<file path="src/smbus_engine_defs.vh">
// Purpose: Shared constants of the two-wire master engine
// Assumes: 10 MHz core clock
// Notes:   Included by bare name; definitions only
`ifndef SMBUS_ENGINE_DEFS_VH
`define SMBUS_ENGINE_DEFS_VH

// Clock and time base
`define CLK_FREQ_HZ        10000000
`define MS_PER_S           1000

// Configuration reset values and auto-send on code
`define SCL_HALF_RESET     16'h0032
`define OWN_ADDR_RESET     8'h02
`define AUTO_SEND_ON       8'h01
`define AUTO_SEND_RESET    8'h00

// Limits, in ms or counts
`define SCL_LOW_TIMEOUT_MS 6'h19
`define TIMEOUT_MAX_MS     10'h3E8
`define RETRY_MAX          10'h3E8
`define LOG_ADDR_MAX       5'h10

// Request kinds
`define KIND_WRITE         2'h0
`define KIND_READ          2'h1
`define KIND_ADDR_READ     2'h2

// Completion status codes
`define ST_OK              3'h0
`define ST_NACK            3'h1
`define ST_ARB_LOST        3'h2
`define ST_TIMEOUT         3'h3
`define ST_SCL_LOW         3'h4
`define ST_RETRY_LIMIT     3'h5

// Byte segments of a transaction
`define SEG_ADDR           3'h0
`define SEG_LOG            3'h1
`define SEG_WDATA          3'h2
`define SEG_RADDR          3'h3
`define SEG_RDATA          3'h4

// Read data buffer
`define DATA_W             8
`define FIFO_DEPTH         4

`endif

</file>
<file path="src/smbus_tick_gen.v">
// Purpose: One-cycle enable pulse every 'period' clocks
// Assumes: period of 0 or 1 ticks every cycle
// Notes:   clear restarts the count and masks the tick
`timescale 1ns/100ps
module smbus_tick_gen #(
  parameter W = 16
) (
  input  wire         clk,
  input  wire         rst,
  input  wire         clear,
  input  wire [W-1:0] period,
  output wire         tick
);
  reg  [W-1:0] cnt_q;
  wire [W:0]   cntNext = {1'b0, cnt_q} + {{W{1'b0}}, 1'b1};

  assign tick = ~clear & (cntNext >= {1'b0, period});

  always @(posedge clk) begin
    if (rst || clear || tick)
      cnt_q <= {W{1'b0}};
    else
      cnt_q <= cntNext[W-1:0];
  end
endmodule // smbus_tick_gen

</file>
<file path="src/smbus_fifo.v">
// Purpose: Small synchronous FIFO with valid/ready on both sides
// Assumes: DEPTH is a power of two, AW = log2(DEPTH)
// Notes:   Output data comes straight from the storage flops
`timescale 1ns/100ps
module smbus_fifo #(
  parameter WIDTH = 8,
  parameter DEPTH = 4,
  parameter AW    = 2
) (
  input  wire             clk,
  input  wire             rst,
  input  wire             inValid,
  output wire             inReady,
  input  wire [WIDTH-1:0] inData,
  output wire             outValid,
  input  wire             outReady,
  output wire [WIDTH-1:0] outData
);
  reg [WIDTH-1:0] mem_q [0:DEPTH-1];
  reg [AW-1:0]    wrPtr_q;
  reg [AW-1:0]    rdPtr_q;
  reg [AW:0]      count_q;
  wire            push = inValid & inReady;
  wire            pop  = outValid & outReady;
  localparam [AW:0] FULL = DEPTH;

  assign inReady  = (count_q != FULL);
  assign outValid = (count_q != {(AW+1){1'b0}});
  assign outData  = mem_q[rdPtr_q];

  always @(posedge clk) begin
    if (push)
      mem_q[wrPtr_q] <= inData;
  end

  always @(posedge clk) begin
    if (rst) begin
      wrPtr_q <= {AW{1'b0}};
      rdPtr_q <= {AW{1'b0}};
      count_q <= {(AW+1){1'b0}};
    end else begin
      if (push)
        wrPtr_q <= wrPtr_q + {{(AW-1){1'b0}}, 1'b1};
      if (pop)
        rdPtr_q <= rdPtr_q + {{(AW-1){1'b0}}, 1'b1};
      if (push && !pop)
        count_q <= count_q + {{AW{1'b0}}, 1'b1};
      else if (pop && !push)
        count_q <= count_q - {{AW{1'b0}}, 1'b1};
    end
  end
endmodule // smbus_fifo

</file>
<file path="src/smbus_master_bridge_engine.v">
// Purpose: Byte-level two-wire master engine with own-address acknowledge
// Assumes: 10 MHz clk; SCL/SDA are open-drain pins with external pull-ups
// Notes:   Read bytes pass a small FIFO; a full FIFO stretches SCL low
//
// How it works
// - START, address byte (addr in 7..1, direction in 0), data, STOP.
// - Direction bit is 1 for read, 0 for write.
// - Receiver pulls SDA low on ninth clock; high means not-acknowledge.
// - Write: one byte at a time, slave acknowledge sampled after each.
// - Read: slave drives bytes, master returns acknowledge bit after each.
// - STOP after the final byte ends the transaction and frees the bus.
// - Addressed read: write address, logical bytes, repeated START, read.
// - Logical address length is one to sixteen bytes.
// - Arbitration: a master seeing SDA low while sending one withdraws.
// - Own address acknowledged, LSB ignored, requests to it never serviced.
// - SCL rate configurable; 10 kHz to 400 kHz recommended.
// - Auto-send 0x01 forwards reads; 0x00 holds them until host request.
// - Read and write timeouts 0 to 1000 ms cancel transfer; 0 disables.
// - SCL low over 25 ms is a timeout; reset communication within 10 ms.
// - Retry limit 0 to 1000 caps attempts; 0 means unlimited.
// - Configuration changes never take effect during a transfer.
// - SCL and SDA are only pulled low or released.
// - Engine makes SCL, syncs with stretching, makes START/STOP, arbitrates.
// - Host works in whole bytes; engine handles every bit itself.
`timescale 1ns/100ps
`include "smbus_engine_defs.vh"
module smbus_master_bridge_engine #(
  parameter [23:0] MS_CYCLES  = `CLK_FREQ_HZ / `MS_PER_S,
  parameter        FIFO_DEPTH = `FIFO_DEPTH,
  parameter        FIFO_AW    = 2
) (
  input  wire        clk,
  input  wire        rst,
  input  wire        sclIn,
  output wire        sclOut,
  output wire        sclOeN,
  input  wire        sdaIn,
  output wire        sdaOut,
  output wire        sdaOeN,
  input  wire        cmdValid,
  output wire        cmdReady,
  input  wire [1:0]  cmdKind,
  input  wire [6:0]  cmdAddr,
  input  wire [9:0]  cmdLen,
  input  wire [4:0]  cmdLogLen,
  input  wire        wrValid,
  output wire        wrReady,
  input  wire [7:0]  wrData,
  output wire        rdValid,
  input  wire        rdReady,
  output wire [7:0]  rdData,
  input  wire        rdRespReq,
  input  wire [15:0] cfgSclHalf,
  input  wire [7:0]  cfgOwnAddr,
  input  wire [7:0]  cfgAutoSend,
  input  wire [9:0]  cfgRdTimeoutMs,
  input  wire [9:0]  cfgWrTimeoutMs,
  input  wire        cfgSclLowEn,
  input  wire [9:0]  cfgRetryLimit,
  output wire        busy,
  output wire        busBusy,
  output wire        doneValid,
  output wire [2:0]  doneStatus
);
  localparam [3:0] S_IDLE  = 4'h0;
  localparam [3:0] S_ARM   = 4'h1;
  localparam [3:0] S_STA   = 4'h2;
  localparam [3:0] S_BLOW  = 4'h3;
  localparam [3:0] S_BHIGH = 4'h4;
  localparam [3:0] S_NEXT  = 4'h5;
  localparam [3:0] S_LOAD  = 4'h6;
  localparam [3:0] S_PUSH  = 4'h7;
  localparam [3:0] S_STOPA = 4'h8;
  localparam [3:0] S_STOPB = 4'h9;
  localparam [3:0] S_STOPC = 4'hA;
  localparam [3:0] S_RSA   = 4'hB;
  localparam [3:0] S_RSB   = 4'hC;

  reg        sclM_q, sclS_q, sclP_q;
  reg        sdaM_q, sdaS_q, sdaP_q;
  reg        busBusy_q;
  reg [5:0]  lowMs_q;
  reg [15:0] shHalf_q;
  reg [7:0]  shOwn_q;
  reg [7:0]  shAuto_q;
  reg [9:0]  shRdTo_q, shWrTo_q, shRetry_q;
  reg        shLowEn_q;
  reg        slvOn_q, slvAck_q;
  reg [3:0]  slvCnt_q;
  reg [7:0]  slvSh_q;
  reg        grant_q;
  reg [3:0]  state_q;
  reg [2:0]  seg_q;
  reg [1:0]  kind_q;
  reg [6:0]  addr_q;
  reg [9:0]  lenA_q, lenB_q, remaining_q;
  reg [7:0]  txSh_q, rxSh_q;
  reg [3:0]  bitCnt_q;
  reg        highSeen_q, ackOk_q, retryAfter_q;
  reg [9:0]  retries_q, elapsed_q;
  reg [2:0]  stCode_q;
  reg        sclRel_q, sdaRel_q, phClr_q;
  reg        doneValid_q;
  reg [2:0]  doneStatus_q;

  wire       sclTick, msTick;
  wire       fifoInReady, fifoOutValid;
  wire       startSeen = sclS_q & sclP_q & sdaP_q & ~sdaS_q;
  wire       stopSeen  = sclS_q & sclP_q & ~sdaP_q & sdaS_q;
  wire       sclRise   = sclS_q & ~sclP_q;
  wire       sclFall   = ~sclS_q & sclP_q;
  wire       lowTo     = shLowEn_q & (lowMs_q > `SCL_LOW_TIMEOUT_MS);
  wire       rxMode    = (seg_q == `SEG_RDATA);
  wire [9:0] toLimit   = (kind_q == `KIND_WRITE) ? shWrTo_q : shRdTo_q;
  wire       toHit     = (toLimit != 10'h000) & (elapsed_q >= toLimit);
  wire       autoOn    = (shAuto_q == `AUTO_SEND_ON);
  wire       rdOpen    = autoOn | grant_q;
  wire [4:0] logClamp  = (cmdLogLen == 5'h00) ? 5'h01 :
                         (cmdLogLen > `LOG_ADDR_MAX) ? `LOG_ADDR_MAX : cmdLogLen;
  wire       bitVal    = (bitCnt_q == 4'h8) ? (rxMode ? (remaining_q == 10'h001) : 1'b1)
                                            : (rxMode ? 1'b1 : txSh_q[7]);

  // Open-drain pins: only ever pull low or release
  assign sclOut     = 1'b0;
  assign sdaOut     = 1'b0;
  assign sclOeN     = sclRel_q;
  assign sdaOeN     = sdaRel_q & ~slvAck_q;
  assign cmdReady   = (state_q == S_IDLE);
  assign wrReady    = (state_q == S_LOAD);
  assign busy       = (state_q != S_IDLE);
  assign busBusy    = busBusy_q;
  assign doneValid  = doneValid_q;
  assign doneStatus = doneStatus_q;
  assign rdValid    = fifoOutValid & rdOpen;

  smbus_tick_gen #(.W(16)) u_sclTick (
    .clk    (clk),
    .rst    (rst),
    .clear  (phClr_q),
    .period (shHalf_q),
    .tick   (sclTick)
  );

  smbus_tick_gen #(.W(24)) u_msTick (
    .clk    (clk),
    .rst    (rst),
    .clear  (1'b0),
    .period (MS_CYCLES),
    .tick   (msTick)
  );

  smbus_fifo #(.WIDTH(`DATA_W), .DEPTH(FIFO_DEPTH), .AW(FIFO_AW)) u_rdFifo (
    .clk      (clk),
    .rst      (rst),
    .inValid  (state_q == S_PUSH),
    .inReady  (fifoInReady),
    .inData   (rxSh_q),
    .outValid (fifoOutValid),
    .outReady (rdReady & rdOpen),
    .outData  (rdData)
  );

  // Pin synchronisers and edge history
  always @(posedge clk) begin
    if (rst) begin
      sclM_q <= 1'b1;
      sclS_q <= 1'b1;
      sclP_q <= 1'b1;
      sdaM_q <= 1'b1;
      sdaS_q <= 1'b1;
      sdaP_q <= 1'b1;
    end else begin
      sclM_q <= sclIn;
      sclS_q <= sclM_q;
      sclP_q <= sclS_q;
      sdaM_q <= sdaIn;
      sdaS_q <= sdaM_q;
      sdaP_q <= sdaS_q;
    end
  end

  // Bus free/busy and SCL-low watchdog
  always @(posedge clk) begin
    if (rst) begin
      busBusy_q <= 1'b0;
      lowMs_q   <= 6'h00;
    end else begin
      if (sclS_q)
        lowMs_q <= 6'h00;
      else if (msTick && lowMs_q != 6'h3F)
        lowMs_q <= lowMs_q + 6'h01;
      if (startSeen)
        busBusy_q <= 1'b1;
      else if (stopSeen || lowTo)
        busBusy_q <= 1'b0;
    end
  end

  // Settings copied only while no transfer runs
  always @(posedge clk) begin
    if (rst) begin
      shHalf_q  <= `SCL_HALF_RESET;
      shOwn_q   <= `OWN_ADDR_RESET;
      shAuto_q  <= `AUTO_SEND_RESET;
      shRdTo_q  <= 10'h000;
      shWrTo_q  <= 10'h000;
      shRetry_q <= 10'h000;
      shLowEn_q <= 1'b0;
    end else if (state_q == S_IDLE && !cmdValid) begin
      shHalf_q  <= cfgSclHalf;
      shOwn_q   <= cfgOwnAddr;
      shAuto_q  <= cfgAutoSend;
      shRdTo_q  <= (cfgRdTimeoutMs > `TIMEOUT_MAX_MS) ? `TIMEOUT_MAX_MS : cfgRdTimeoutMs;
      shWrTo_q  <= (cfgWrTimeoutMs > `TIMEOUT_MAX_MS) ? `TIMEOUT_MAX_MS : cfgWrTimeoutMs;
      shRetry_q <= (cfgRetryLimit > `RETRY_MAX) ? `RETRY_MAX : cfgRetryLimit;
      shLowEn_q <= cfgSclLowEn;
    end
  end

  // Own-address listener; acknowledges only, never serves data
  always @(posedge clk) begin
    if (rst || state_q != S_IDLE) begin
      slvOn_q  <= 1'b0;
      slvAck_q <= 1'b0;
      slvCnt_q <= 4'h0;
      slvSh_q  <= 8'h00;
    end else if (startSeen) begin
      slvOn_q  <= 1'b1;
      slvAck_q <= 1'b0;
      slvCnt_q <= 4'h0;
    end else if (stopSeen) begin
      slvOn_q  <= 1'b0;
      slvAck_q <= 1'b0;
    end else if (slvOn_q) begin
      if (sclRise && slvCnt_q < 4'h8) begin
        slvSh_q  <= {slvSh_q[6:0], sdaS_q};
        slvCnt_q <= slvCnt_q + 4'h1;
      end else if (sclFall && slvCnt_q == 4'h8) begin
        slvAck_q <= (slvSh_q[7:1] == shOwn_q[7:1]);
        slvCnt_q <= 4'h9;
      end else if (sclFall && slvCnt_q == 4'h9) begin
        slvAck_q <= 1'b0;
        slvCnt_q <= 4'hA;
      end
    end
  end

  // Held read data released by an explicit host request
  always @(posedge clk) begin
    if (rst)
      grant_q <= 1'b0;
    else if (rdRespReq)
      grant_q <= 1'b1;
    else if (!fifoOutValid && state_q == S_IDLE)
      grant_q <= 1'b0;
  end

  task go;
    input [3:0] s;
    begin
      state_q <= s;
      phClr_q <= 1'b1;
    end
  endtask

  task finish;
    input [2:0] code;
    begin
      sclRel_q     <= 1'b1;
      sdaRel_q     <= 1'b1;
      doneValid_q  <= 1'b1;
      doneStatus_q <= code;
      retryAfter_q <= 1'b0;
      go(S_IDLE);
    end
  endtask

  // Transaction and bit sequencer
  always @(posedge clk) begin
    if (rst) begin
      state_q      <= S_IDLE;
      seg_q        <= `SEG_ADDR;
      kind_q       <= `KIND_WRITE;
      addr_q       <= 7'h00;
      lenA_q       <= 10'h000;
      lenB_q       <= 10'h000;
      remaining_q  <= 10'h000;
      txSh_q       <= 8'h00;
      rxSh_q       <= 8'h00;
      bitCnt_q     <= 4'h0;
      highSeen_q   <= 1'b0;
      ackOk_q      <= 1'b0;
      retryAfter_q <= 1'b0;
      retries_q    <= 10'h000;
      elapsed_q    <= 10'h000;
      stCode_q     <= `ST_OK;
      sclRel_q     <= 1'b1;
      sdaRel_q     <= 1'b1;
      phClr_q      <= 1'b0;
      doneValid_q  <= 1'b0;
      doneStatus_q <= `ST_OK;
    end else begin
      phClr_q     <= 1'b0;
      doneValid_q <= 1'b0;
      if (msTick && state_q != S_IDLE && elapsed_q != 10'h3FF)
        elapsed_q <= elapsed_q + 10'h001;
      case (state_q)
        S_IDLE: begin
          if (cmdValid) begin
            kind_q    <= cmdKind;
            addr_q    <= cmdAddr;
            txSh_q    <= {cmdAddr, cmdKind == `KIND_READ};
            bitCnt_q  <= 4'h0;
            seg_q     <= `SEG_ADDR;
            retries_q <= 10'h000;
            elapsed_q <= 10'h000;
            lenA_q    <= (cmdKind == `KIND_ADDR_READ) ? {5'h00, logClamp} :
                         (cmdKind == `KIND_WRITE) ? cmdLen : 10'h000;
            lenB_q    <= (cmdLen == 10'h000) ? 10'h001 : cmdLen;
            go(S_ARM);
          end
        end
        S_ARM: begin
          if (!busBusy_q && sclS_q && sdaS_q) begin
            sdaRel_q <= 1'b0;
            go(S_STA);
          end
        end
        S_STA: begin
          if (sclTick) begin
            sclRel_q <= 1'b0;
            go(S_BLOW);
          end
        end
        S_BLOW: begin
          if (phClr_q)
            sdaRel_q <= bitVal;
          else if (sclTick) begin
            sclRel_q   <= 1'b1;
            highSeen_q <= 1'b0;
            go(S_BHIGH);
          end
        end
        S_BHIGH: begin
          if (!highSeen_q) begin
            if (sclS_q) begin
              highSeen_q <= 1'b1;
              phClr_q    <= 1'b1;
            end
          end else if (sclTick || !sclS_q) begin
            sclRel_q <= 1'b0;
            if (bitCnt_q < 4'h8 && !rxMode && txSh_q[7] && !sdaS_q)
              finish(`ST_ARB_LOST);
            else if (bitCnt_q == 4'h8) begin
              ackOk_q  <= ~sdaS_q;
              bitCnt_q <= 4'h0;
              go(S_NEXT);
            end else begin
              rxSh_q   <= {rxSh_q[6:0], sdaS_q};
              txSh_q   <= {txSh_q[6:0], 1'b1};
              bitCnt_q <= bitCnt_q + 4'h1;
              go(S_BLOW);
            end
          end
        end
        S_NEXT: begin
          case (seg_q)
            `SEG_ADDR: begin
              if (!ackOk_q) begin
                if (shRetry_q != 10'h000 && retries_q + 10'h001 >= shRetry_q)
                  stCode_q <= `ST_RETRY_LIMIT;
                else
                  retryAfter_q <= 1'b1;
                retries_q <= retries_q + 10'h001;
                go(S_STOPA);
              end else if (kind_q == `KIND_READ) begin
                seg_q       <= `SEG_RDATA;
                remaining_q <= lenB_q;
                go(S_BLOW);
              end else if (lenA_q == 10'h000) begin
                stCode_q <= `ST_OK;
                go(S_STOPA);
              end else begin
                seg_q       <= (kind_q == `KIND_ADDR_READ) ? `SEG_LOG : `SEG_WDATA;
                remaining_q <= lenA_q;
                go(S_LOAD);
              end
            end
            `SEG_LOG, `SEG_WDATA: begin
              if (!ackOk_q) begin
                stCode_q <= `ST_NACK;
                go(S_STOPA);
              end else if (remaining_q == 10'h001) begin
                stCode_q <= `ST_OK;
                go((seg_q == `SEG_LOG) ? S_RSA : S_STOPA);
              end else begin
                remaining_q <= remaining_q - 10'h001;
                go(S_LOAD);
              end
            end
            `SEG_RADDR: begin
              if (!ackOk_q) begin
                stCode_q <= `ST_NACK;
                go(S_STOPA);
              end else begin
                seg_q       <= `SEG_RDATA;
                remaining_q <= lenB_q;
                go(S_BLOW);
              end
            end
            default: go(S_PUSH);
          endcase
        end
        S_LOAD: begin
          if (wrValid) begin
            txSh_q <= wrData;
            go(S_BLOW);
          end
        end
        S_PUSH: begin
          if (fifoInReady) begin
            if (remaining_q == 10'h001) begin
              stCode_q <= `ST_OK;
              go(S_STOPA);
            end else begin
              remaining_q <= remaining_q - 10'h001;
              go(S_BLOW);
            end
          end
        end
        S_STOPA: begin
          if (phClr_q)
            sdaRel_q <= 1'b0;
          else if (sclTick) begin
            sclRel_q   <= 1'b1;
            highSeen_q <= 1'b0;
            go(S_STOPB);
          end
        end
        S_STOPB: begin
          if (!highSeen_q) begin
            if (sclS_q) begin
              highSeen_q <= 1'b1;
              phClr_q    <= 1'b1;
            end
          end else if (sclTick) begin
            sdaRel_q <= 1'b1;
            go(S_STOPC);
          end
        end
        S_STOPC: begin
          if (sclTick) begin
            if (retryAfter_q) begin
              retryAfter_q <= 1'b0;
              seg_q        <= `SEG_ADDR;
              txSh_q       <= {addr_q, kind_q == `KIND_READ};
              go(S_ARM);
            end else
              finish(stCode_q);
          end
        end
        S_RSA: begin
          if (phClr_q)
            sdaRel_q <= 1'b1;
          else if (sclTick) begin
            sclRel_q   <= 1'b1;
            highSeen_q <= 1'b0;
            go(S_RSB);
          end
        end
        S_RSB: begin
          if (!highSeen_q) begin
            if (sclS_q) begin
              highSeen_q <= 1'b1;
              phClr_q    <= 1'b1;
            end
          end else if (sclTick) begin
            sdaRel_q <= 1'b0;
            seg_q    <= `SEG_RADDR;
            txSh_q   <= {addr_q, 1'b1};
            go(S_STA);
          end
        end
        default: finish(`ST_OK);
      endcase
      if (state_q != S_IDLE && lowTo)
        finish(`ST_SCL_LOW);
      else if (state_q != S_IDLE && toHit)
        finish(`ST_TIMEOUT);
    end
  end
endmodule // smbus_master_bridge_engine

</file>
<file path="config.mk">
export PLATFORM = sky130hd
export DESIGN_NAME = smbus_master_bridge_engine
export DESIGN_NICKNAME = d
export VERILOG_FILES = /design/src/smbus_tick_gen.v /design/src/smbus_fifo.v /design/src/smbus_master_bridge_engine.v
export VERILOG_INCLUDE_DIRS = /design/src
export SDC_FILE = /design/constraint.sdc
export NUM_CORES = 1
export LEC_CHECK = 0
export ABC_CLOCK_PERIOD_IN_PS = 7650
export CORE_UTILIZATION = 45
export DETAILED_ROUTE_END_ITERATION = 16
export DONT_BUFFER_PORTS = 1
export GPL_TIMING_DRIVEN = 0
export PLACE_DENSITY = 0.57
export SLEW_MARGIN = 20
export SYNTH_ARGS = -nofsm -noshare
export SYNTH_HDL_FRONTEND = slang
export SYNTH_SLANG_ARGS = --single-unit
</file>
<file path="constraint.sdc">
create_clock -name clk -period 7.65 [get_ports clk]
set_input_delay 1.53 -clock clk [delete_from_list [all_inputs] [get_ports clk]]
set_output_delay 1.53 -clock clk [all_outputs]
set_load 0.005 [all_outputs]
</file>
**Yosys cells after proc, flatten, opt, wreduce, memory -nomap -nowiden**

Memory sizes are Yosys's and may differ from the RTL's. A register that Yosys moved wholly into a read port is not among the register bits.
Cells that the tools add are included.

- Flip-flop bits (word level): 237
- Bits in writable memories: 32
- Word-level logic and storage cells: 443
- Memories: 1

- Add/subtract/negate cells: 12
- Magnitude comparators: 11
- Equal/unequal tests: 82
- Mux-type cells: 172
- Bitwise logic cells: 30
- Reductions and logical operators: 88

Memory list:

| memory | words | width | rd ports | clocked after Yosys merged registers in | wr ports | line | text |
|---|---|---|---|---|---|---|---|
| u_rdFifo.mem_q | 4 | 8 | 1 | 1 | 1 | smbus_fifo.v:19 | `reg [WIDTH-1:0] mem_q [0:DEPTH-1];` |

Operator list:

| kind | number |
|---|---|
| 10-bit 2-to-1 mux | 20 |
| 4-bit 2-to-1 mux | 33 |
| 3-bit 2-to-1 mux | 28 |
| 8-bit 2-to-1 mux | 10 |
| 2-bit != test (second input constant) | 29 |
| 1-bit 2-to-1 mux | 57 |
| 4-bit one-hot mux with 13 select lines | 1 |
| 10-bit one-hot mux with 2 select lines | 2 |
| 8-bit one-hot mux with 5 select lines | 1 |
| 4-bit != test (second input constant) | 9 |
| 4-bit equality test (second input constant) | 8 |
| 10-bit greater-than comparator (second input constant) | 3 |
| 3-bit != test (second input constant) | 10 |
| 10-bit one-hot mux with 3 select lines | 1 |
| 24-bit by 1-bit adder with 25-bit output (second input constant) | 1 |
| 25-bit by 14-bit >= comparator with 1-bit output (second input constant) | 1 |
| 10-bit by 1-bit adder with 10-bit output (second input constant) | 2 |
| 10-bit >= comparator | 2 |
| 10-bit logical NOT | 2 |
| 10-bit nonzero test | 2 |
| 1-bit logical AND | 18 |
| 3-bit one-hot mux with 3 select lines | 2 |
| 18-bit AND reduction | 1 |
| 2-bit nonzero test | 9 |
| other kinds (68) | 143 |

**Logic depth before layout (Yosys ltp)**

Gate-level depths: netlist of the first run.

- Depth after elaboration: 11
- Mapped depth: 16
- Mapped depth without buffers: 15

**Cells and area by module**

From an unflattened synthesis of the first run, not the netlist that was laid out.

- Cell total of the unflattened synthesis: 1697
- Area total of the unflattened synthesis: 14635.3 sq um

By module, submodules not included:

| module | times used | cells each | area an instance (sq um) |
|---|---|---|---|
| smbus_master_bridge_engine | 1 | 1253 | 9912.0 |
| smbus_tick_gen at u_msTick | 1 | 216 | 1925.6 |
| smbus_fifo | 1 | 90 | 1637.8 |
| smbus_tick_gen at u_sclTick | 1 | 138 | 1159.9 |

**Worst setup path before layout of the first run**

OpenSTA, ideal clock, no wires.

- Kind: reg-to-reg
- Start point: register u_sclTick.cnt_q[2]
- End point: register txSh_q[1]
- Arrival: 3.195 ns
- Required time: 7.559 ns
- Setup slack: 4.364 ns
- Cell stages (with the launch flop): 17
- Period minus slack after synthesis: 3.286 ns
- Cells stage by stage: dfxtp_1 nand3_1 nor2_1 nand3_1 nor2_1 nand2_1 xnor2_1 ha_1 a21o_1 a21o_1 nor3_1 a31oi_1 o21ai_2 a31oi_1 and2_0 buf_2 a311oi_1

- Longest elaborated chain between the ends: 6

RTL lines:

| item | line | text |
|---|---|---|
| start: declaration | smbus_tick_gen.v:14 | `reg [W-1:0] cnt_q;` |
| start signal: assignment | smbus_tick_gen.v:21 | `cnt_q <= {W{1'b0}};` |
| start signal: assignment | smbus_tick_gen.v:23 | `cnt_q <= cntNext[W-1:0];` |
| 16-bit by 1-bit adder with 17-bit output (*) | smbus_tick_gen.v:15 | `wire [W:0] cntNext = {1'b0, cnt_q} + {{W{1'b0}}, 1'b1};` |
| via u_sclTick.cntNext[11] | smbus_tick_gen.v:15 |  |
| 17-bit by 16-bit >= comparator with 1-bit output (*) | smbus_tick_gen.v:17 | `assign tick = ~clear & (cntNext >= {1'b0, period});` |
| 1-bit AND (*) | smbus_tick_gen.v:17 |  |
| 1-bit logical OR | smbus_master_bridge_engine.v:350 | `end else if (sclTick \|\| !sclS_q) begin` |
| 2-bit != test (no source line) | -- |  |
| 11-bit AND reduction (no source line) (*) | -- |  |
| end signal: assignment | smbus_master_bridge_engine.v:360 | `txSh_q <= {txSh_q[6:0], 1'b1};` |
| end signal: assignment | smbus_master_bridge_engine.v:416 | `txSh_q <= wrData;` |
| end signal: assignment | smbus_master_bridge_engine.v:456 | `` txSh_q <= {addr_q, kind_q == `KIND_READ}; `` |
| end: declaration | smbus_master_bridge_engine.v:97 | `reg [7:0] txSh_q, rxSh_q;` |

Mark *: on every way through the listed nets, which the timed path passes. The rest lies on a longest branch.
A chain may end at the register's enable or synchronous reset.

**Worst setup path in the final report of the first run**

- Start point: register u_sclTick.cnt_q[2]
- End point: register txSh_q[6]

Same word-level chain as after synthesis.

==> results.md, run 1 <==
- Initial antenna violation count: 1
- First-pass GRT wire length: 59.7 mm
- Mapped cell area: 0.0137 mm^2
- DP Area: 0.0142 mm^2
- H-tree Lvls: 1
- Leakage Power: 0.00561 uW
- Post-CTS Hold Fix Bufs: 0
- Final setup vio count: 0
- Largest net degree at the start of global routing: 16
- Area occupied by registers: between 0.005 and 0.006 mm^2
- Fin nets: about 1800
- Pwr Density: 290 mW/mm^2
- Util after Layout: 51.3%
- Final Skew: 0.0157 ns
- I/O Pins: 124
- Vias in the first global route: 11109
- Final min period: between 4 and 5 ns
- Final instance area: 0.0153 mm^2
- Max VDD drop: between 0.0002 and 0.00025 V
- Sequential area share after synthesis: 41.8%
- Hold crit path type: reg2reg
- EDFF count, synth: 32
- Outcome: finished clean
- Clock sinks: 270
- RSZ-0062 raised after global routing: false
- Crit path arrival time: 4.84 ns
- CP Launch Type: register
- Routability cong.: 0.948
- Final setup TNS: 0 ns
- Critical path's top delay family: compound AO/OA/AOI/OAI gates
- # resized after CTS: 0
- CTS max path bufs: 3
- ANT nets after route: 0
- Ys async rst share: 0%
- Iter 0 DRT Violations: around 760
- Seq cells post-synth: 270
- Critical Path RT: about 8 ns
- PortBufs: 0
- First-pass detailed-route iteration total: 6
- Buffer count from post-CTS setup fixing: 0
- Clk root buf: clkbuf_16
- Antenna cells: 0
- Tightest Pin Transition: about 1.1 ns
- Fmax: 226 MHz
- TritonCTS buffer count: 31
- Die width: 177 um
- Cell variety after synth: approximately 90
- Rel. slew slack: 28.2%
- Drt wl/cell: 18.3 um
- Die H: about 180 um
- Core Area: slightly below 0.03 mm^2
- TritonCTS clock tree: yes
- DRC viols: 0
- Worst path max stage delay: 0.83 ns
- Max-cap check violation count: 0
- Critical setup path kind: reg2reg
- Syn_area_per_cell: 8.52 um^2
- GRT Overall Usage: 24.2%
- Final wirelength: about 38 mm
- CP bufs+invs: 1
- Routed vias/inst: 5.68
- Total design power: 4430 uW
- Tcrit/Tclk final: 57.9%
- Worst-path clk slew: 0.06 ns
- Worst-Skew Late Latency: about 0.57 ns
- Layout cells sized above 1: 7.39%
- Die footprint: ~0.031 mm^2
- Final slew viol count: 0
- Crit path capture type: register
- Filler Cell Count: 2931
- Syn. warnings: 0
- Synth Instances: 1610
- Hpwl dp: 27.9 mm
- Final hold violations: 0
- Area grow syn2layout: 11.6%
- Top_reg_cell synth: dfxtp_1
- Multi-input combinational cell area: 0.00741 mm^2
- Critical-path top delay cell: a31oi_1
- Initial Utilization: 46.0%
- Vias: about 12000
- CP Max Fanout: 9
- Num rows: 63
- Total congestion overflow: 0
- Worst-path cell chain: nand3_1 > nor2_1 > nand3_1 > nor2_1 > nand2_1 > xnor2_1 > ha_1 > a21o_1 > a21o_1 > o2111ai_1 > a31oi_1 > o21ai_2 > a31oi_1 > and2_0 > buf_2 > a311oi_1
metrics by stage:
stage | hold WS, ns | setup WS (ns) | cells
floorplan | 0.389 | 4.36 | 1621
global placement | 0.397 | 3.29 | 2011
detailed placement | 0.398 | 3.32 | 2011
CTS | 0.412 | 3.30 | 2069
global route | 0.427 | 2.92 | 2069
finish | 0.416 | 3.22 | 2069
power breakdown:
part           total [uW]  switching, uW  internal (uW)
Clock                1520            607            914
Sequential           1690            107           1580
Combinational        1220            812            410
Total                4430           1530           2900
metal layers:
| metal | GRT usage [%] | up-vias | wire, um |
|---|---|---|---|
| li1 | - | 5824 | - |
| met1 | 32.8 | 5506 | 17500 |
| met2 | 38.4 | 341 | 16800 |
| met3 | 5.06 | 79 | 2500 |
| met4 | 7.51 | 2 | 1200 |
| met5 | 0 | - | 14 |
cells in the mapped netlist, types with 5 or more instances:
cell	number	area (um^2)
a2111oi_0	6	52.6
a211oi_1	14	105
a21o_1	7	52.6
a21oi_1	169	846
a222oi_1	7	70.1
a22oi_1	19	143
a311oi_1	13	114
a31oi_1	13	81.3
and2_1	10	62.6
and3_1	20	125
and4_1	5	43.8
buf_1	5	18.8
buf_2	10	50.1
clkbuf_1	62	233
dfxtp_1	238	4760
edfxtp_1	32	961
ha_1	58	726
inv_1	62	233
mux2i_1	28	280
mux4_2	8	180
nand2_1	232	871
nand2b_1	11	68.8
nand3_1	49	245
nand3b_1	9	67.6
nand4_1	24	150
nor2_1	142	533
nor2_2	10	62.6
nor2b_1	27	169
nor3_1	36	180
nor3b_1	5	37.5
nor4_1	17	106
o211ai_1	10	75.1
o21ai_0	58	290
o22ai_1	5	31.3
o31ai_1	6	45.0
or2_2	8	50.1
or3_1	8	50.1
xnor2_1	43	377
xor2_1	20	175
sequential cells by signal, summed over array words and instances, names as in the netlist, 6 cells and up, named ones only:
register and cells:
u_rdFifo.mem_q 32, u_msTick.cnt_q 24, shHalf_q 16, u_sclTick.cnt_q 16, elapsed_q 10, lenA_q 10, lenB_q 10, remaining_q 10
retries_q 10, shRdTo_q 10, shRetry_q 10, shWrTo_q 10, rxSh_q 8, shAuto_q 8, slvSh_q 8, txSh_q 8
addr_q 7, shOwn_q 7, lowMs_q 6
cell type report:
class / instances / area share, %
flip-flops and latches: 270 / 37.4
well taps: 390 / 3.19
multi-input cells: 1201 / 48.4
inverters: 64 / 1.57
clock buffers: 37 / 5.48
plain buffers: 86 / 2.49
clock inverters: 21 / 1.42
worst register-to-register path: stages (launching register included):
cell	delay [ns]
dfxtp_1	0.39
nand3_1	0.15
nor2_1	0.22
nand3_1	0.15
nor2_1	0.24
nand2_1	0.12
xnor2_1	0.16
ha_1	0.33
a21o_1	0.12
a21o_1	0.13
o2111ai_1	0.15
a31oi_1	0.50
o21ai_2	0.27
a31oi_1	0.83
and2_0	0.22
buf_2	0.20
a311oi_1	0.11
cells by family (layout without fill, tap and decap cells):
family	Yosys count	in the layout	synth area share (%)
flip-flops	270	270	41.8
AND/OR/NAND/NOR	638	638	22.4
AO/OA/AOI/OAI	391	391	18.3
other	1	12	0.0273
buffers and inverters	150	208	4.53
XOR/XNOR	63	63	4.02
adder cells (fa/ha/maj)	59	59	5.44
multiplexers	38	38	3.52
worst paths after layout:
path / from / depth (start not counted) / to / slack [ns]
max reg2reg: u_sclTick.cnt_q[2] / 16 / txSh_q[6] / 3.22
max: u_sclTick.cnt_q[2] / 16 / txSh_q[6] / 3.22
min reg2reg: sdaM_q / 1 / sdaS_q / 0.42
min: sdaM_q / 1 / sdaS_q / 0.42
cells in the final DEF, fill, tap and decap left out, types with 24 or more instances in the layout:
cell / netlist / routed
nor2b_1: 27 / 27
nand4_1: 24 / 24
dfxtp_1: 238 / 238
nor2_1: 142 / 142
o21ai_0: 58 / 58
mux2i_1: 28 / 28
clkbuf_16: 0 / 31
edfxtp_1: 32 / 32
nor3_1: 36 / 36
xnor2_1: 43 / 43
a21oi_1: 169 / 169
nand2_1: 232 / 232
inv_1: 62 / 62
ha_1: 58 / 58
clkbuf_1: 62 / 64
nand3_1: 49 / 49
Note: power is estimated with default switching activity, not from simulation.
==> run 2, diff against run 1 <==
--- a/config.mk
+++ b/config.mk
@@ -6,7 +6,7 @@
 export SDC_FILE = /design/constraint.sdc
 export NUM_CORES = 1
 export LEC_CHECK = 0
-export ABC_CLOCK_PERIOD_IN_PS = 7650
+export ABC_CLOCK_PERIOD_IN_PS = 4300
 export CORE_UTILIZATION = 45
 export DETAILED_ROUTE_END_ITERATION = 16
 export DONT_BUFFER_PORTS = 1
==> constraint.sdc (replaced) <==
create_clock -name clk -period 4.3 [get_ports clk]
set_input_delay 0.86 -clock clk [delete_from_list [all_inputs] [get_ports clk]]
set_output_delay 0.86 -clock clk [all_outputs]
set_load 0.005 [all_outputs]
==> run 2 against run 1 <==
Net effect:
- count of clock-buffer cells in the layout did not move
- total power grew 79%
- via count hardly changed
- die area did not move
- sequential cell count unchanged
- largest power group unchanged
- highest routed layer unchanged
==> results.md, run 2 (synthesis results as in run 1) <==
- Vias: 11748 (-0.034%)
- CP bufs+invs: 1 (unchanged)
- Final hold violations: 0 (unchanged)
- Crit path capture type: register
- Hold Worst Slack: 0.396 ns (-0.0198 ns)
- Critical setup path kind: reg2reg
- DRC viols: 0 (unchanged)
- Layer with the highest usage: met2
- Fmax: 250 MHz (+11%)
- Most frequent cells in the layout: dfxtp_1, nand2_1, a21oi_1
- Clk root buf: clkbuf_16
- Hpwl dp: 27.9 mm (unchanged)
- Drt wl/cell: 18.4 um (about the same)
- Antenna cells: 0 (unchanged)
- CP Launch Type: register
- Worst-Skew Late Latency: 0.57 ns (about the same)
- Routing usage on met1: 32.8% (unchanged)
- Worst-path cell chain: nand3_1 > nor2_1 > nand3_1 > nor2_1 > nand2_1 > xnor2_1 > ha_1 > a21o_1 > a21o_1 > o2111ai_1 > a311o_1 > a32oi_1 > and2_1 > clkbuf_1 > nor3_1 > nor2_1
- Critical Path RT: 4.75 ns (-3.31 ns)
- Area grow syn2layout: 12.0%
- Final setup TNS: 0 ns (unchanged)
- Critical-path top delay cell: a32oi_1
- TritonCTS clock tree: yes
- Die H: 177 um (unchanged)
- Final min period: 4.00 ns (-0.428 ns)
- Clock sinks: 270 (unchanged)
- Fin nets: 1818 (+0.11%)
- Layout cells sized above 1: 7.79% (+0.41 points)
- Initial antenna violation count: 1 (unchanged)
- Tcrit/Tclk final: 93.0% (+35 points)
- ANT nets after route: 0 (unchanged)
- Max-cap check violation count: 0 (unchanged)
- Critical path's top delay family: simple AND/OR/NAND/NOR gates
- PortBufs: 0 (unchanged)
- GRT Overall Usage: 24.2% (unchanged)
- Pwr Density: 516 mW/mm^2 (+78%)
- Top reg by flops: u_rdFifo.mem_q
- First-pass GRT wire length: 59.7 mm (unchanged)
- I/O Pins: 124 (unchanged)
- Iter 0 DRT Violations: 754 (-0.13%)
- Tightest Pin Transition: 1.10 ns (+0.0219 ns)
- Worst-path clk slew: 0.06 ns (about the same)
- Hold crit path type: in2reg
- CP Max Fanout: 7 (-2)
- Num rows: 63 (unchanged)
- Outcome: finished clean
- Biggest regs: u_rdFifo.mem_q (32), u_msTick.cnt_q (24)
- CTS max path bufs: 3 (unchanged)
- Final wirelength: 38.0 mm (+0.16%)
- Rel. slew slack: 26.8% (-1.5 points)
- H-tree Lvls: 1 (unchanged)
- Core Area: 0.0298 mm^2 (unchanged)
- Final setup vio count: 0 (unchanged)
- Met3 Use GR: 5.06% (unchanged)
- Leakage Power: 0.00563 uW (+0.29%)
- Die width: 177 um (unchanged)
- Critical Path Most Common Cell: nor2_1
- Met2 GRT Util: 38.4% (unchanged)
- Die footprint: 0.0312 mm^2 (unchanged)
- Routed vias/inst: 5.67 (-0.13%)
- Commonest non-fill, non-tap cell in the layout: dfxtp_1
- Post-CTS Hold Fix Bufs: 0 (unchanged)
- Final Skew: 0.0143 ns (-0.00143 ns)
- TritonCTS buffer count: 31 (unchanged)
- Max reg flops: 32 (unchanged)
- Initial Utilization: 46.0% (unchanged)
- Vias in the first global route: 11109 (unchanged)
- Final slew viol count: 0 (unchanged)
- Largest net degree at the start of global routing: 16 (unchanged)
- Crit path arrival time: 4.44 ns (-0.40 ns)
- Max VDD drop: 0.000378 V (+78%)
- Routability cong.: 0.948 (unchanged)
- Total congestion overflow: 0 (unchanged)
- First-pass detailed-route iteration total: 6 (unchanged)
- Worst path max stage delay: 0.45 ns (-0.38 ns)
-- run 2: cell types whose count changed in the layout (fill, tap and decap cells not counted), sizes merged --
| cell | previous run | this run |
|---|---|---|
| buf | 21 | 23 |
-- run 2: final timing paths --
check,to,cells past startpoint,slack [ns],from
worst max-delay path,doneValid,16,0.30,u_sclTick.cnt_q[2]
worst min-delay path,sdaM_q,1,0.40,sdaIn
worst min register to register,sdaS_q,1,0.42,sdaM_q
worst max register to register,doneValid,16,0.30,u_sclTick.cnt_q[2]
-- run 2: what timing repair did --
| item | in CTS | in global routing |
|---|---|---|
| pin swaps | 0 | 1 |
| gates resized for setup | 1 | 6 |
| endpoints found under the hold margin | 0 | 0 |
| buffers inserted | 0 | 2 |
| endpoints found under the setup margin | 8 | 24 |
-- run 2: worst register-to-register path, delay by kind of cell, from the launching register on --
family	cells	cell delay, ns
and+or+nand+nor	8	1.44
adders and majority gates	1	0.33
DFF	1	0.39
AOI/OAI and AO/OA	5	1.31
xor gates and xnor gates	1	0.16
buffers and inverters	1	0.26
-- run 2: per-stage QoR --
stage / std cells / instance area [um^2] / total power, uW / util [%] / worst slack [ns]
2_1_floorplan: 1621 / 13800 / 4550 / - / 1.01
4_1_cts: 2069 / 15300 / 7930 / 51.4 / 0.114
6_report: 2071 / 15400 / 7920 / 51.5 / 0.301
3_5_place_dp: 2011 / 14200 / 5200 / 47.8 / -0.0322
3_3_place_gp: 2011 / 14200 / 5190 / 47.8 / -0.0561
5_1_grt: 2071 / 15400 / 8340 / 51.5 / -0.0267
-- run 2: area by class of cell --
| class | count | area, um^2 |
|---|---|---|
| Buffer | 86 | 382 |
| Clock buffer | 37 | 838 |
| Clock inverter | 21 | 218 |
| Fill cell | 2929 | 14400 |
| Inverter | 64 | 240 |
| Multi-Input combinational cell | 1201 | 7450 |
| Sequential cell | 270 | 5730 |
| Tap cell | 390 | 488 |
| Timing Repair Buffer | 2 | 15.0 |
-- run 2: power breakdown --
part / internal [uW] / switching (uW)
clock: 1630 / 1080
combinational: 743 / 1460
sequential: 2810 / 191
-- run 2: per-layer routing --
metal  share of wire (%)  vias to the layer above  wire length [um]
met5               0.037                        -                14
met4                 3.3                        2              1250
met3                 6.5                       80              2470
met2                  44                      324             16800
met1                  46                     5519             17500
li1                    -                     5823                 -
==> run 3, diff against run 2 <==
--- a/config.mk
+++ b/config.mk
@@ -7,11 +7,12 @@
 export NUM_CORES = 1
 export LEC_CHECK = 0
 export ABC_CLOCK_PERIOD_IN_PS = 4300
+export BUFFER_PORTS_ARGS = -buffer_cell sky130_fd_sc_hd__buf_2
 export CORE_UTILIZATION = 45
 export DETAILED_ROUTE_END_ITERATION = 16
-export DONT_BUFFER_PORTS = 1
 export GPL_TIMING_DRIVEN = 0
-export PLACE_DENSITY = 0.57
+export PLACE_DENSITY = 0.6
+export REMOVE_ABC_BUFFERS = 1
 export SLEW_MARGIN = 20
 export SYNTH_ARGS = -nofsm -noshare
 export SYNTH_HDL_FRONTEND = slang
==> run 3 against run 2 <==
Net effect:
- worst hold slack better by 0.011 ns
- final cell count up 1.8%
- sequential share of layout area down 0.85 points
- wire length down 13%
- largest cell class unchanged
==> results.md, run 3 (synthesis results as in run 1) <==
- Pwr Density: 500 mW/mm^2 (-2.9%)
- Final instance area: 0.0157 mm^2 (+2.3%)
- Die footprint: 0.0312 mm^2 (unchanged)
- RR Endpoint: txSh_q[2]
- Worst-Skew Late Latency: 0.57 ns (about the same)
- Core Area: 0.0298 mm^2 (unchanged)
- First-pass detailed-route iteration total: 6 (unchanged)
- Fin nets: 1855 (+2.0%)
- Clk root buf: clkbuf_16
- Num rows: 63 (unchanged)
- Final slew viol count: 0 (unchanged)
- Largest net degree at the start of global routing: 83 (+67)
- Max reg flops: 32 (unchanged)
- Total congestion overflow: 0 (unchanged)
- Area occupied by registers: 0.00573 mm^2 (unchanged)
- Final setup vio count: 0 (unchanged)
- Vias: 11676 (-0.61%)
- Area grow syn2layout: 14.6%
- Die width: 177 um (unchanged)
- Crit path to: txSh_q[2]
- TritonCTS buffer count: 30 (-3.2%)
- H-tree Lvls: 1 (unchanged)
- Clock sinks: 270 (unchanged)
- DP Area: 0.0146 mm^2 (+2.6%)
- Die H: 177 um (unchanged)
- Final wirelength: 33.3 mm (-13%)
- Vias in the first global route: 10675 (-3.9%)
- Routing usage on met1: 29.1% (-3.7 points)
- Top reg by flops: u_rdFifo.mem_q
- Filler Cell Count: 2885 (-1.5%)
- Multi-input combinational cell area: 0.00747 mm^2 (+0.22%)
- Iter 0 DRT Violations: 959 (+27%)
- Rel. slew slack: 27.5% (+0.74 points)
- Routed vias/inst: 5.54 (-2.4%)
- I/O Pins: 124 (unchanged)
- Commonest non-fill, non-tap cell in the layout: dfxtp_1
- Worst r2r src: u_sclTick.cnt_q[2]
- CP Launch Type: register
- Fmax: 256 MHz (+2.5%)
- RSZ-0062 raised after global routing: false
- Util after Layout: 52.8% (+1.2 points)
- Layout cells sized above 1: 13.7% (+5.9 points)
- ANT nets after route: 0 (unchanged)
- Min-delay src: sdaM_q
- Final min period: 3.90 ns (-0.0981 ns)
- Outcome: finished clean
- Final Skew: 0.0220 ns (+0.00766 ns)
- Leakage Power: 0.00599 uW (+6.4%)
- Max-cap check violation count: 0 (unchanged)
- Critical setup path kind: reg2reg
- R2R setup slack: 0.40 ns (+0.10 ns)
- PortBufs: 120 (+120)
- Hold crit path type: reg2reg
- Met3 Use GR: 2.97% (-2.1 points)
- Placed cell count: 2049 (+1.9%)
- Layer with the highest usage: met2
- Initial Utilization: 46.0% (unchanged)
- CTS max path bufs: 3 (unchanged)
- Tcrit/Tclk final: 90.7% (-2.3 points)
- CP Max Fanout: 9 (+2)
- DRC viols: 0 (unchanged)
- Post-CTS Hold Fix Bufs: 0 (unchanged)
- TritonCTS clock tree: yes
- Most frequent cells in the layout: dfxtp_1, nand2_1, a21oi_1
- Tightest Pin Transition: 1.08 ns (-0.0159 ns)
- Hpwl dp: 23.4 mm (-16%)
- Final hold violations: 0 (unchanged)
- Fin cells: 2108 (+1.8%)
- Critical Path RT: 4.76 ns (about the same)
- Crit path capture type: register
- Crit path arrival time: 4.36 ns (-0.08 ns)
- Worst r2r path cells: 15 (-1)
- First-pass GRT wire length: 53.9 mm (-9.7%)
- Worst-path clk slew: 0.06 ns (about the same)
- Drt wl/cell: 15.8 um (-14%)
- GRT Overall Usage: 21.0% (-3.2 points)
- Worst Setup SP: u_sclTick.cnt_q[2]
- Max VDD drop: 0.000365 V (-3.4%)
- Met2 GRT Util: 33.6% (-4.8 points)
- Routability cong.: 0.899 (-5.1%)
- Initial antenna violation count: 1 (unchanged)
- Biggest regs: u_rdFifo.mem_q (32), u_msTick.cnt_q (24)
==> run 3: cell types whose count changed in the layout (fill, tap and decap cells not counted), sizes merged <==
cell,previous run,this run
buf,23,126
bufinv,4,5
clkbuf,102,39
clkinv,16,12
diode,0,1
inv,63,62
==> run 3: repair_timing <==
action / in CTS / in global routing
setup endpoints to repair: 4 / 8
buffers inserted: 1 / 1
gates resized for setup: 0 / 4
pin swaps: 1 / 1
==> run 3: power breakdown <==
part | total (uW) | internal [uW] | switching [uW]
logic | 2060 | 779 | 1290
registers | 3080 | 2810 | 272
clock network | 2720 | 1680 | 1040
total | 7870 | 5270 | 2600
==> run 3: cell type report <==
cell class	count	share of cell area, %
diodes	1	0.0159
clock buffers	39	5.38
multi-input cells	1201	47.5
repair buffers	126	4.69
flip-flops and latches	270	36.4
clock inverters	17	1.34
inverters	64	1.53
well taps	390	3.10
==> run 3: routing by layer <==
layer | vias up | routed length [um]
met5 | - | 0
met4 | 0 | 879
met3 | 60 | 1590
met2 | 272 | 15000
met1 | 5442 | 15800
li1 | 5902 | -
==> run 3: worst max-delay path, cell delays in order, from the launching register on <==
cell,delay (ns)
dfxtp_1,0.38
nand3_1,0.13
nor2_1,0.23
nand3_1,0.15
nor2_1,0.22
nand2_1,0.10
xnor2_1,0.20
ha_1,0.30
a21o_1,0.18
a21o_1,0.19
nor3_1,0.31
a31oi_1,0.24
o21ai_2,0.26
a31oi_2,0.25
and2_1,0.35
a311oi_1,0.29
==> run 3: worst min-delay path by stage <==
stage,endpoint,depth (start not counted)
6_report,sdaS_q,1
3_5_place_dp,sdaS_q,1
3_3_place_gp,sclS_q,1
4_1_cts,sdaS_q,1
2_1_floorplan,sclS_q,1
5_1_grt,sdaS_q,1
==> run 3: per-stage QoR <==
step           setup TNS [ns]  worst slack [ns]  hold WS (ns)  total power (uW)
2_1_floorplan               0            0.0288         0.389              4460
3_3_place_gp          -141.75             -2.11         0.394              5100
3_5_place_dp                0            0.0280         0.397              5170
4_1_cts                     0             0.154         0.410              7910
5_1_grt                     0            0.0681         0.447              8300
6_report                    0             0.400         0.408              7870
